File: config.mk
export PLATFORM = sky130hd
export DESIGN_NAME = core_flow
export DESIGN_NICKNAME = d
export VERILOG_FILES = /design/src/core_flow_pkg.sv /design/src/core_flow.sv
export SDC_FILE = /design/constraint.sdc
export NUM_CORES = 2
export LEC_CHECK = 0
export BUFFER_PORTS_ARGS = -buffer_cell sky130_fd_sc_hd__buf_2
export CAP_MARGIN = 20
export CORE_MARGIN = 10
export CORE_UTILIZATION = 30
export DETAILED_ROUTE_END_ITERATION = 6
export GPL_TIMING_DRIVEN = 0
export PLACE_DENSITY = 0.55
export SETUP_SLACK_MARGIN = 0.2
export SYNTH_ARGS = -nofsm -noshare
export SYNTH_HDL_FRONTEND = slang
export SYNTH_SLANG_ARGS = --single-unit
File: constraint.sdc
create_clock -name clk -period 17.65 [get_ports clk]
set_clock_uncertainty 0.1 [all_clocks]
set_input_delay 5.295 -clock clk [delete_from_list [all_inputs] [get_ports clk]]
set_output_delay 5.295 -clock clk [all_outputs]
set_load 0.05 [all_outputs]
File: src/core_flow_pkg.sv
// Constants and types shared by the program-flow core.
// Assumes a single 25 MHz clock domain and one instruction per clock, two for transfers and table reads.
package core_flow_pkg;

  // Widths and sizes
  localparam int PC_W        = 12;
  localparam int DATA_W      = 8;
  localparam int STACK_DEPTH = 6;
  localparam int SP_W        = 3;
  localparam int ROM_W       = 15;   // Table word bits that reach registers
  localparam int TABLE_HIGH_BYTE_USED   = 7;    // Upper table bits kept in high byte
  localparam int RAM_WORDS   = 160;

  // Program addresses
  localparam logic [11:0] VEC_RESET = 12'h000;
  localparam logic [11:0] VEC_EXT   = 12'h004;
  localparam logic [11:0] VEC_TMR   = 12'h008;
  localparam logic [3:0]  LAST_PAGE = 4'hb;

  // Data memory map
  localparam logic [7:0] ADDR_IND0  = 8'h00;
  localparam logic [7:0] ADDR_MP0   = 8'h01;
  localparam logic [7:0] ADDR_IND1  = 8'h02;
  localparam logic [7:0] ADDR_MP1   = 8'h03;
  localparam logic [7:0] ADDR_ACC   = 8'h05;
  localparam logic [7:0] ADDR_PCL   = 8'h06;
  localparam logic [7:0] ADDR_TABLE_POINTER  = 8'h07;
  localparam logic [7:0] ADDR_TABLE_HIGH_BYTE  = 8'h08;
  localparam logic [7:0] ADDR_STAT  = 8'h0a;
  localparam logic [7:0] RAM_BASE   = 8'h60;
  localparam logic [7:0] READ_EMPTY = 8'h00;

  // Status bit positions
  localparam int ST_C   = 0;
  localparam int ST_HC  = 1;
  localparam int ST_Z   = 2;
  localparam int ST_OV  = 3;
  localparam int ST_PDF = 4;
  localparam int ST_TO  = 5;

  // Reset values
  localparam logic [7:0]  DATA_RST = 8'h00;
  localparam logic [2:0]  SP_RST   = 3'h0;

  // Operations presented on the command port
  typedef enum logic [4:0] {
    op_nop, op_jmp, op_call, op_ret, op_interrupt_return,
    op_mov_to_acc, op_mov_to_mem, op_mov_imm,
    op_add, op_adc, op_sub, op_sbc,
    op_and, op_or, op_xor, op_rlc, op_rrc,
    op_sz, op_snz, op_tab_cur, op_tab_last,
    op_halt, op_watchdog_clear_instr
  } op_t;

  // Sequencer states
  typedef enum logic [1:0] {seq_run, seq_dummy, seq_table} seq_t;

endpackage : core_flow_pkg

File: src/core_flow.sv
// Program sequencer, stack, data-memory map, table read and status flags.
// Assumes a decoder outside presents one operation at a time on the
// command port, an asynchronous program ROM, and an interrupt control
// block outside that supplies enables and uses the acknowledge pulses.
//
// Behaviour
// - Reset loads program counter with zero
// - Enabled external edge branches to 004H
// - Edge select level chooses rising or falling
// - Enabled timer overflow branches to 008H
// - Table address from PC page or 1011
// - Table low byte to memory, rest high
// - Table pointer is read/write at 07H
// - Table read takes two cycles
// - Six-level PC-only hidden stack
// - Call/interrupt push, returns pop PC
// - Reset points stack index at bottom, level 0
// - RAM 60H..FFH, unused below reads 00H
// - 00H/02H access via memory pointers
// - Indirect to indirect: read 00H, no write
// - Accumulator mapped at 05H, moves through it
// - Status layout at 0AH, bits 7:6 zero
// - Carry from add, no-borrow, rotates
// - Half carry from low nibble
// - Zero flag on zero result
// - Overflow when carries into/out differ
// - Status writes keep power-down and timeout
// - Power-down and timeout set/clear sources
// - Low PC byte at 06H, short jump
// - Taken skip adds dummy, PC plus two
// - External interrupt wins over timer
`timescale 1ns/1ns
module core_flow (
  input  wire logic                    clk,              // System clock
  input  wire logic                    rst_b,            // Sync reset, low
  input  wire logic                    op_valid,         // Operation offered
  input  wire core_flow_pkg::op_t      op_kind,          // Operation code
  input  wire logic [7:0]              op_addr,          // Data address
  input  wire logic [11:0]             op_imm,           // Target/immediate
  input  wire logic                    op_to_mem,        // ALU result to mem
  output logic                         op_ready,         // Operation taken
  output logic [11:0]                  prog_addr,        // ROM address
  input  wire logic [14:0]             prog_word,        // ROM data
  input  wire logic                    ext_int_pin,      // External int pin
  input  wire logic                    edge_select_line, // 1 rising, 0 fall
  input  wire logic                    ext_int_en,       // Ext int enabled
  input  wire logic                    tmr_int_en,       // Timer int enabled
  input  wire logic                    tmr_ovf,          // Timer overflow
  input  wire logic                    wdt_timeout,      // Watchdog expiry
  output logic [11:0]                  pc,               // Program counter
  output logic [7:0]                   acc_out,          // Accumulator
  output logic [7:0]                   status_out,       // Status register
  output logic                         stack_full,       // No free level
  output logic                         ext_int_ack,      // Ext vector taken
  output logic                         tmr_int_ack,      // Tmr vector taken
  output logic                         interrupt_return_pulse        // Int return done
);

  // State
  core_flow_pkg::seq_t seq_q;
  logic [11:0] pc_q;
  logic [11:0] stk_q [0:core_flow_pkg::STACK_DEPTH-1];
  logic [2:0]  sp_q;
  logic [7:0]  ram_q [0:core_flow_pkg::RAM_WORDS-1];
  logic [7:0]  acc_q, mp0_q, mp1_q, table_pointer_q, table_high_byte_q;
  logic        c_q, hc_q, z_q, ov_q, pdf_q, to_q;
  logic [11:0] tab_addr_q;
  logic [7:0]  tab_dest_q;
  logic        tab_ok_q;
  logic        pin_s1_q, pin_s2_q, pin_prev_q;
  logic        ext_pend_q, tmr_pend_q;
  logic        ext_ack_q, tmr_ack_q, interrupt_return_q;

  // Combinational
  logic        take_ext, take_tmr, take_int, accept, full, empty;
  logic        ext_edge, push, pop;
  logic [7:0]  eff_addr, rd_val, wr_addr, wr_data;
  logic        ind_bad, wr_en, skip_take, pcl_wr, is_alu, alu_flags;
  logic        is_arith, is_rot;
  logic [7:0]  alu_res, b_in;
  logic        alu_c, alu_hc, alu_ov, cin;
  logic [8:0]  sum9;
  logic [4:0]  low5;
  logic [7:0]  low8;
  logic [7:0]  ram_idx;

  assign full  = (sp_q == 3'(core_flow_pkg::STACK_DEPTH));
  assign empty = (sp_q == core_flow_pkg::SP_RST);

  // Pin crosses in through two flops; edge seen on the second only
  always_ff @(posedge clk) begin
    if (!rst_b) begin
      pin_s1_q   <= 1'b0;
      pin_s2_q   <= 1'b0;
      pin_prev_q <= 1'b0;
    end else begin
      pin_s1_q   <= ext_int_pin;
      pin_s2_q   <= pin_s1_q;
      pin_prev_q <= pin_s2_q;
    end
  end

  // Polarity chosen by the edge-select level
  assign ext_edge = edge_select_line ? (pin_s2_q & ~pin_prev_q)
                                     : (~pin_s2_q & pin_prev_q);

  // Interrupt arbitration; external first, none while the stack is full
  assign take_ext = (seq_q == core_flow_pkg::seq_run) && ext_pend_q &&
                    ext_int_en && !full;
  assign take_tmr = (seq_q == core_flow_pkg::seq_run) && tmr_pend_q &&
                    tmr_int_en && !full && !take_ext;
  assign take_int = take_ext | take_tmr;
  assign op_ready = (seq_q == core_flow_pkg::seq_run) && !take_int;
  assign accept   = op_valid && op_ready;

  // Pending requests; a new event in the ack cycle is kept
  always_ff @(posedge clk) begin
    if (!rst_b) begin
      ext_pend_q <= 1'b0;
      tmr_pend_q <= 1'b0;
    end else begin
      if (take_ext) ext_pend_q <= 1'b0;
      if (ext_edge) ext_pend_q <= 1'b1;
      if (take_tmr) tmr_pend_q <= 1'b0;
      if (tmr_ovf)  tmr_pend_q <= 1'b1;
    end
  end

  // Indirect resolution through the memory pointers
  always_comb begin
    if (op_addr == core_flow_pkg::ADDR_IND0)
      eff_addr = mp0_q;
    else if (op_addr == core_flow_pkg::ADDR_IND1)
      eff_addr = mp1_q;
    else
      eff_addr = op_addr;
  end
  assign ind_bad = (eff_addr == core_flow_pkg::ADDR_IND0) ||
                   (eff_addr == core_flow_pkg::ADDR_IND1);

  // Data memory read map
  always_comb begin
    ram_idx = 8'(eff_addr - core_flow_pkg::RAM_BASE);
    rd_val  = core_flow_pkg::READ_EMPTY;
    if (ind_bad)
      rd_val = core_flow_pkg::READ_EMPTY;
    else if (eff_addr >= core_flow_pkg::RAM_BASE)
      rd_val = ram_q[ram_idx];
    else begin
      case (eff_addr)
        core_flow_pkg::ADDR_MP0:  rd_val = mp0_q;
        core_flow_pkg::ADDR_MP1:  rd_val = mp1_q;
        core_flow_pkg::ADDR_ACC:  rd_val = acc_q;
        core_flow_pkg::ADDR_PCL:  rd_val = pc_q[7:0];
        core_flow_pkg::ADDR_TABLE_POINTER: rd_val = table_pointer_q;
        core_flow_pkg::ADDR_TABLE_HIGH_BYTE: rd_val = table_high_byte_q;
        core_flow_pkg::ADDR_STAT: rd_val = status_out;
        default:                  rd_val = core_flow_pkg::READ_EMPTY;
      endcase
    end
  end

  // ALU: subtraction is add of the complement, so carry means no borrow
  always_comb begin
    is_arith = 1'b0;
    is_rot   = 1'b0;
    is_alu   = 1'b1;
    b_in     = rd_val;
    cin      = 1'b0;
    case (op_kind)
      core_flow_pkg::op_add: is_arith = 1'b1;
      core_flow_pkg::op_adc: begin
        is_arith = 1'b1;
        cin      = c_q;
      end
      core_flow_pkg::op_sub: begin
        is_arith = 1'b1;
        b_in     = ~rd_val;
        cin      = 1'b1;
      end
      core_flow_pkg::op_sbc: begin
        is_arith = 1'b1;
        b_in     = ~rd_val;
        cin      = c_q;
      end
      core_flow_pkg::op_and, core_flow_pkg::op_or,
      core_flow_pkg::op_xor: is_arith = 1'b0;
      core_flow_pkg::op_rlc, core_flow_pkg::op_rrc: is_rot = 1'b1;
      default: is_alu = 1'b0;
    endcase
  end

  assign sum9 = {1'b0, acc_q} + {1'b0, b_in} + {8'd0, cin};
  assign low5 = {1'b0, acc_q[3:0]} + {1'b0, b_in[3:0]} + {4'd0, cin};
  assign low8 = {1'b0, acc_q[6:0]} + {1'b0, b_in[6:0]} + {7'd0, cin};
  assign alu_hc = low5[4];
  assign alu_ov = low8[7] ^ sum9[8];

  always_comb begin
    alu_res = sum9[7:0];
    alu_c   = sum9[8];
    case (op_kind)
      core_flow_pkg::op_and: alu_res = acc_q & rd_val;
      core_flow_pkg::op_or:  alu_res = acc_q | rd_val;
      core_flow_pkg::op_xor: alu_res = acc_q ^ rd_val;
      core_flow_pkg::op_rlc: begin
        alu_res = {rd_val[6:0], c_q};
        alu_c   = rd_val[7];
      end
      core_flow_pkg::op_rrc: begin
        alu_res = {c_q, rd_val[7:1]};
        alu_c   = rd_val[0];
      end
      default: alu_res = sum9[7:0];
    endcase
  end
  assign alu_flags = accept && is_alu;

  // Single write path into the data map
  always_comb begin
    wr_en   = 1'b0;
    wr_addr = eff_addr;
    wr_data = acc_q;
    if (seq_q == core_flow_pkg::seq_table) begin
      wr_en   = tab_ok_q;
      wr_addr = tab_dest_q;
      wr_data = prog_word[7:0];
    end else if (accept && op_kind == core_flow_pkg::op_mov_to_mem) begin
      wr_en   = !ind_bad;
    end else if (alu_flags && op_to_mem) begin
      wr_en   = !ind_bad;
      wr_data = alu_res;
    end
  end
  assign pcl_wr = wr_en && (wr_addr == core_flow_pkg::ADDR_PCL) &&
                  (seq_q == core_flow_pkg::seq_run);

  // General-purpose RAM
  always_ff @(posedge clk) begin
    if (wr_en && wr_addr >= core_flow_pkg::RAM_BASE)
      ram_q[8'(wr_addr - core_flow_pkg::RAM_BASE)] <= wr_data;
  end

  // Pointer registers
  always_ff @(posedge clk) begin
    if (!rst_b) begin
      mp0_q  <= core_flow_pkg::DATA_RST;
      mp1_q  <= core_flow_pkg::DATA_RST;
      table_pointer_q <= core_flow_pkg::DATA_RST;
    end else if (wr_en) begin
      if (wr_addr == core_flow_pkg::ADDR_MP0)  mp0_q  <= wr_data;
      if (wr_addr == core_flow_pkg::ADDR_MP1)  mp1_q  <= wr_data;
      if (wr_addr == core_flow_pkg::ADDR_TABLE_POINTER) table_pointer_q <= wr_data;
    end
  end

  // Accumulator: moves, immediates and ALU results
  always_ff @(posedge clk) begin
    if (!rst_b)
      acc_q <= core_flow_pkg::DATA_RST;
    else if (accept && op_kind == core_flow_pkg::op_mov_to_acc)
      acc_q <= rd_val;
    else if (accept && op_kind == core_flow_pkg::op_mov_imm)
      acc_q <= op_imm[7:0];
    else if (alu_flags && !op_to_mem)
      acc_q <= alu_res;
    else if (wr_en && wr_addr == core_flow_pkg::ADDR_ACC)
      acc_q <= wr_data;
  end

  // Table read: capture address on accept, transfer in the second cycle
  always_ff @(posedge clk) begin
    if (!rst_b) begin
      tab_addr_q <= core_flow_pkg::VEC_RESET;
      tab_dest_q <= core_flow_pkg::DATA_RST;
      tab_ok_q   <= 1'b0;
      table_high_byte_q     <= core_flow_pkg::DATA_RST;
    end else begin
      if (accept && op_kind == core_flow_pkg::op_tab_cur)
        tab_addr_q <= {pc_q[11:8], table_pointer_q};
      if (accept && op_kind == core_flow_pkg::op_tab_last)
        tab_addr_q <= {core_flow_pkg::LAST_PAGE, table_pointer_q};
      if (accept) begin
        tab_dest_q <= eff_addr;
        tab_ok_q   <= !ind_bad;
      end
      if (seq_q == core_flow_pkg::seq_table)
        table_high_byte_q <= {1'b0, prog_word[core_flow_pkg::ROM_W-1:8]};
    end
  end
  assign prog_addr = (seq_q == core_flow_pkg::seq_table) ? tab_addr_q : pc_q;

  // Skip decisions
  always_comb begin
    skip_take = 1'b0;
    if (accept && op_kind == core_flow_pkg::op_sz)
      skip_take = (rd_val == core_flow_pkg::READ_EMPTY);
    if (accept && op_kind == core_flow_pkg::op_snz)
      skip_take = (rd_val != core_flow_pkg::READ_EMPTY);
  end

  // Stack control; a push onto a full stack is dropped
  assign push = take_int ||
                (accept && op_kind == core_flow_pkg::op_call);
  assign pop  = accept && !empty &&
                (op_kind == core_flow_pkg::op_ret ||
                 op_kind == core_flow_pkg::op_interrupt_return);

  // Stack storage, unreachable from the data map
  always_ff @(posedge clk) begin
    if (push && !full)
      stk_q[sp_q] <= take_int ? pc_q : 12'(pc_q + 12'd1);
  end

  // Stack index
  always_ff @(posedge clk) begin
    if (!rst_b)
      sp_q <= core_flow_pkg::SP_RST;
    else if (push && !full)
      sp_q <= 3'(sp_q + 3'd1);
    else if (pop)
      sp_q <= 3'(sp_q - 3'd1);
  end

  // Program counter
  always_ff @(posedge clk) begin
    if (!rst_b)
      pc_q <= core_flow_pkg::VEC_RESET;
    else if (take_ext)
      pc_q <= core_flow_pkg::VEC_EXT;
    else if (take_tmr)
      pc_q <= core_flow_pkg::VEC_TMR;
    else if (accept) begin
      if (op_kind == core_flow_pkg::op_jmp ||
          op_kind == core_flow_pkg::op_call)
        pc_q <= op_imm;
      else if (pop)
        pc_q <= stk_q[3'(sp_q - 3'd1)];
      else if (skip_take)
        pc_q <= 12'(pc_q + 12'd2);
      else if (pcl_wr)
        pc_q <= {pc_q[11:8], wr_data};
      else
        pc_q <= 12'(pc_q + 12'd1);
    end
  end

  // Sequencer: transfers cost a dummy cycle, table reads a second cycle
  always_ff @(posedge clk) begin
    if (!rst_b)
      seq_q <= core_flow_pkg::seq_run;
    else begin
      unique case (seq_q)
        core_flow_pkg::seq_run: begin
          if (take_int)
            seq_q <= core_flow_pkg::seq_dummy;
          else if (accept && (op_kind == core_flow_pkg::op_tab_cur ||
                              op_kind == core_flow_pkg::op_tab_last))
            seq_q <= core_flow_pkg::seq_table;
          else if (accept && (op_kind == core_flow_pkg::op_jmp  ||
                              op_kind == core_flow_pkg::op_call ||
                              pop || skip_take || pcl_wr))
            seq_q <= core_flow_pkg::seq_dummy;
        end
        core_flow_pkg::seq_dummy: seq_q <= core_flow_pkg::seq_run;
        core_flow_pkg::seq_table: seq_q <= core_flow_pkg::seq_run;
      endcase
    end
  end

  // Arithmetic flags; a status write touches only the low four bits
  always_ff @(posedge clk) begin
    if (!rst_b) begin
      c_q  <= 1'b0;
      hc_q <= 1'b0;
      z_q  <= 1'b0;
      ov_q <= 1'b0;
    end else if (alu_flags) begin
      z_q <= (alu_res == core_flow_pkg::READ_EMPTY);
      if (is_arith) begin
        c_q  <= alu_c;
        hc_q <= alu_hc;
        ov_q <= alu_ov;
      end
      if (is_rot) c_q <= alu_c;
    end else if (wr_en && wr_addr == core_flow_pkg::ADDR_STAT) begin
      c_q  <= wr_data[core_flow_pkg::ST_C];
      hc_q <= wr_data[core_flow_pkg::ST_HC];
      z_q  <= wr_data[core_flow_pkg::ST_Z];
      ov_q <= wr_data[core_flow_pkg::ST_OV];
    end
  end

  // Power-down and timeout; a timeout in a clearing cycle still sets
  always_ff @(posedge clk) begin
    if (!rst_b) begin
      pdf_q <= 1'b0;
      to_q  <= 1'b0;
    end else begin
      if (accept && op_kind == core_flow_pkg::op_halt) begin
        pdf_q <= 1'b1;
        to_q  <= 1'b0;
      end
      if (accept && op_kind == core_flow_pkg::op_watchdog_clear_instr) begin
        pdf_q <= 1'b0;
        to_q  <= 1'b0;
      end
      if (wdt_timeout) to_q <= 1'b1;
    end
  end

  // Notices for the interrupt control block outside
  always_ff @(posedge clk) begin
    if (!rst_b) begin
      ext_ack_q <= 1'b0;
      tmr_ack_q <= 1'b0;
      interrupt_return_q    <= 1'b0;
    end else begin
      ext_ack_q <= take_ext;
      tmr_ack_q <= take_tmr;
      interrupt_return_q    <= accept && op_kind == core_flow_pkg::op_interrupt_return;
    end
  end

  assign pc          = pc_q;
  assign acc_out     = acc_q;
  assign status_out  = {2'b00, to_q, pdf_q, ov_q, z_q, hc_q, c_q};
  assign stack_full  = full;
  assign ext_int_ack = ext_ack_q;
  assign tmr_int_ack = tmr_ack_q;
  assign interrupt_return_pulse  = interrupt_return_q;

endmodule : core_flow

==> results.sh <==
export IMPL_ctsLongestPathBuffers=3
export IMPL_cts_root_buf="clkbuf_16"
export IMPL_final_setup_viol_count=0
export IMPL_syn2layout_area_growth_pct=17.5
export IMPL_min_from="pin_s1_q$_SDFF_PN0_"
export IMPL_worst_pin_slew_ns=1.37
export IMPL_yosys_top_cells_area="edfxtp_1 66%, nand2_1 4.2%, mux2i_1 3.9%"
export IMPL_async_flop_share_pct=0
export IMPL_cts_resized=0
export IMPL_die_y_um=474
export IMPL_route_detailed_drc=5
export IMPL_layout_common_cells="1352 x edfxtp_1, 691 x nand2_1, 339 x nor2_1"
export IMPL_p_seq_share_pct=47.7
export IMPL_vias_per_cell=6.06
export IMPL_grt_overflow=0
export IMPL_port_buffers=85
export IMPL_nFillCells=19600
export IMPL_synth_edf_count=1352
export IMPL_drive_gt1_share_pct=16.4
export IMPL_grt_setup_unrepaired="false"
export IMPL_fin_hold_ws_ns=0.340
export IMPL_register_area_um2=42400
export IMPL_dp_hpwl_um=214000
export IMPL_outcome="finished, violations left"
export IMPL_synthCells=4443
export IMPL_fmax_mhz=63.7
export IMPL_yosysTopAreaCellShare_pct=65.8
export IMPL_die_area_um2=224000
export IMPL_gp_congestion=1.04
export IMPL_cts_hold_buf=0
export IMPL_multi_input_area_um2=17500
export IMPL_startpoint="op_addr[3]"
export IMPL_numCtsBuffers=154
export IMPL_track_usage_pct=26.2
export IMPL_clkTransAtPathRegs_ns=0.06
export IMPL_drt_iter0_markers=8892
export IMPL_power_switching_w=0.00214
export IMPL_htreeDepth=4
export IMPL_ys_ff_latch=1443
export IMPL_crit_fanout=83
export IMPL_grt_pass1_wl_um=398000
export IMPL_r2r_start="mp0_q[3]$_SDFFE_PN0P_"
export IMPL_drt_wl_total_um=306000
export IMPL_seq_area_frac_synth_pct=68.7
export IMPL_vias=46400
export IMPL_max_slew_margin_pct=8.12
export IMPL_critPathArrivalTime_ns=16.07
export IMPL_grt_pass1_vias=42200
export IMPL_fp_dieW_um=474
export IMPL_peakVddDrop_mv=0.0930
export IMPL_pre_cts_slack_ns=1.69
export IMPL_ys_warn_count=0
export IMPL_synth_distinct_cells=104
export IMPL_p_sw_share_pct=26.9
export IMPL_coreArea_um2=205000
export IMPL_routedWlPerCell_um=40.0
export IMPL_maxCapViolations=0
export IMPL_rows=166
export IMPL_clkPwrFrac_pct=41.0
export IMPL_cts_tree="yes"
export IMPL_violations="design-rule violations"
export IMPL_layout_commonest_cell="edfxtp_1"
export IMPL_antenna_found_initial=27
export IMPL_synth_flop_cell="edfxtp_1"
export IMPL_avgSynthCellArea_um2=13.9
export IMPL_ant_nets=0
export IMPL_fin_util_pct=35.5
export IMPL_hp_class="reg -> reg"
export IMPL_clkLatencyLatePin_ns=0.82
export IMPL_placed_cells=7347
export IMPL_power_density_nw_per_um2=110
export IMPL_critical_path_class="in -> reg"
export IMPL_post_cts_setup_buffers=0
export IMPL_layoutNonFillerInstCount=7654
export IMPL_hold_violations=0
export IMPL_cts_sinks=1443
export IMPL_postPlaceCellArea_um2=67500
export IMPL_critPathRequiredTime_ns=18.01
export IMPL_start_util_pct=30.2
export IMPL_intPower_w=0.00582
export IMPL_grt_max_degree=121
export IMPL_cp_end_kind="register"
export IMPL_fin_crit_sh_pct=89.0
export IMPL_drt_pre_antenna_iters=7
export IMPL_pwr_share_comb_pct=11.2
export IMPL_ioPinCount=95
export IMPL_p_leak_nw=24.8
export IMPL_synth_top_cell_by_area="edfxtp_1"
export IMPL_start_kind="input pin"
export IMPL_setup_ws_ns=1.94
export IMPL_slew_viol_final=0
export IMPL_nets=4915
export IMPL_fin_area_um2=72600
export IMPL_period_minus_slack_ns=15.71
export IMPL_netlist_area_um2=61700
[layer usage]
metal | global-route usage, % | part of all wire [%]
met3 | 9.14 | 14
met2 | 37.3 | 41
met1 | 34.1 | 37
met4 | 16.3 | 8.0
met5 | 0 | 0.054
[cell usage after synthesis (16+ instances only)]
cell type and instances:
a211oi_1 50, a21oi_1 172, a221o_1 16, a221oi_1 33, a22oi_1 39, a31oi_1 40, a32oi_1 26, and2_1 17
and3_1 32, buf_2 79, buf_4 39, buf_6 32, clkbuf_1 105, dfxtp_1 91, edfxtp_1 1352, ha_1 33
inv_1 65, mux2_2 29, mux2i_1 240, mux4_1 16, mux4_2 80, nand2_1 691, nand3_1 235, nand4_1 42
nor2_1 345, nor3_1 47, nor4_1 23, o211ai_1 17, o21ai_0 99, o221ai_1 20, o22ai_1 39, xnor2_1 24
[cells by family (layout without fill, tap and decap cells)]
kind of cell               Yosys count  after routing  share of synthesized area, %
AOI/OAI and AO/OA                  703            703                          7.95
xor gates and xnor gates            36             36                         0.511
adders and majority gates           35             35                         0.734
buffers and inverters              353            861                          3.30
DFF                               1443           1443                          68.7
muxes                              369            369                          8.13
other                                1             16                       0.00607
and+or+nand+nor                   1503           1503                          10.7
[per-stage QoR]
stage	TNS, ns	total power (W)
after detailed placement	0	0.00471
after global placement	-5135.63	0.00470
after CTS	0	0.00790
after global routing	0	0.00809
after floorplan	0	0.00428
final	0	0.00795
[area by class of cell]
class	count	area share (%)
inverters	65	0.371
diodes	14	0.0483
repair buffers	230	3.15
clock inverters	91	1.25
clock buffers	187	5.48
plain buffers	288	2.50
multi-input cells	2648	24.1
flip-flops and latches	1443	58.5
well taps	2688	4.63
[final timing paths]
check | to | depth (start not counted) | slack, ns
max | ram_q[135][7]$_DFFE_PP_ | 28 | 1.94
min | pin_s2_q$_SDFF_PN0_ | 1 | 0.34
max reg2reg | ram_q[135][7]$_DFFE_PP_ | 27 | 6.61
min reg2reg | pin_s2_q$_SDFF_PN0_ | 1 | 0.34
[critical path, cell delays in order]
cell,delay [ns]
buf_4,0.16
nor4_4,0.44
a31oi_2,0.33
nor2_4,0.70
buf_6,0.35
buf_4,0.38
buf_2,0.57
buf_2,0.84
buf_2,0.79
mux4_2,0.41
a22oi_1,0.47
nand4_1,0.36
nand4_1,0.65
xnor2_1,0.16
ha_1,0.33
a21oi_1,0.23
o21bai_1,0.11
a21oi_1,0.25
o21bai_1,0.10
a21oi_1,0.26
xor2_1,0.17
nor2_1,0.07
a221oi_1,0.64
a211o_1,0.22
and2_1,0.11
clkbuf_1,0.56
inv_6,0.37
buf_16,0.37
[state kept, by name (all words and copies together) (netlist names), 2 cells and up, named ones only]
register,cells
stk_q,72
table_high_byte_q,7
seq_q,2
mp1_q,8
ram_q,1280
sp_q,3
pc,11
tab_addr_q,12
acc_out,8
mp0_q,8
table_pointer_q,8
tab_dest_q,8
[power by group through the flow]
stage / clock network (W) / registers, W / logic (W)
detailed placement: 0 / 0.00387 / 0.000843
CTS: 0.00326 / 0.00380 / 0.000845
global route: 0.00340 / 0.00380 / 0.000889
global placement: 0 / 0.00390 / 0.000800
floorplan: 0 / 0.00389 / 0.000390
finish: 0.00326 / 0.00380 / 0.000892
(Power assumes the default switching activity.)
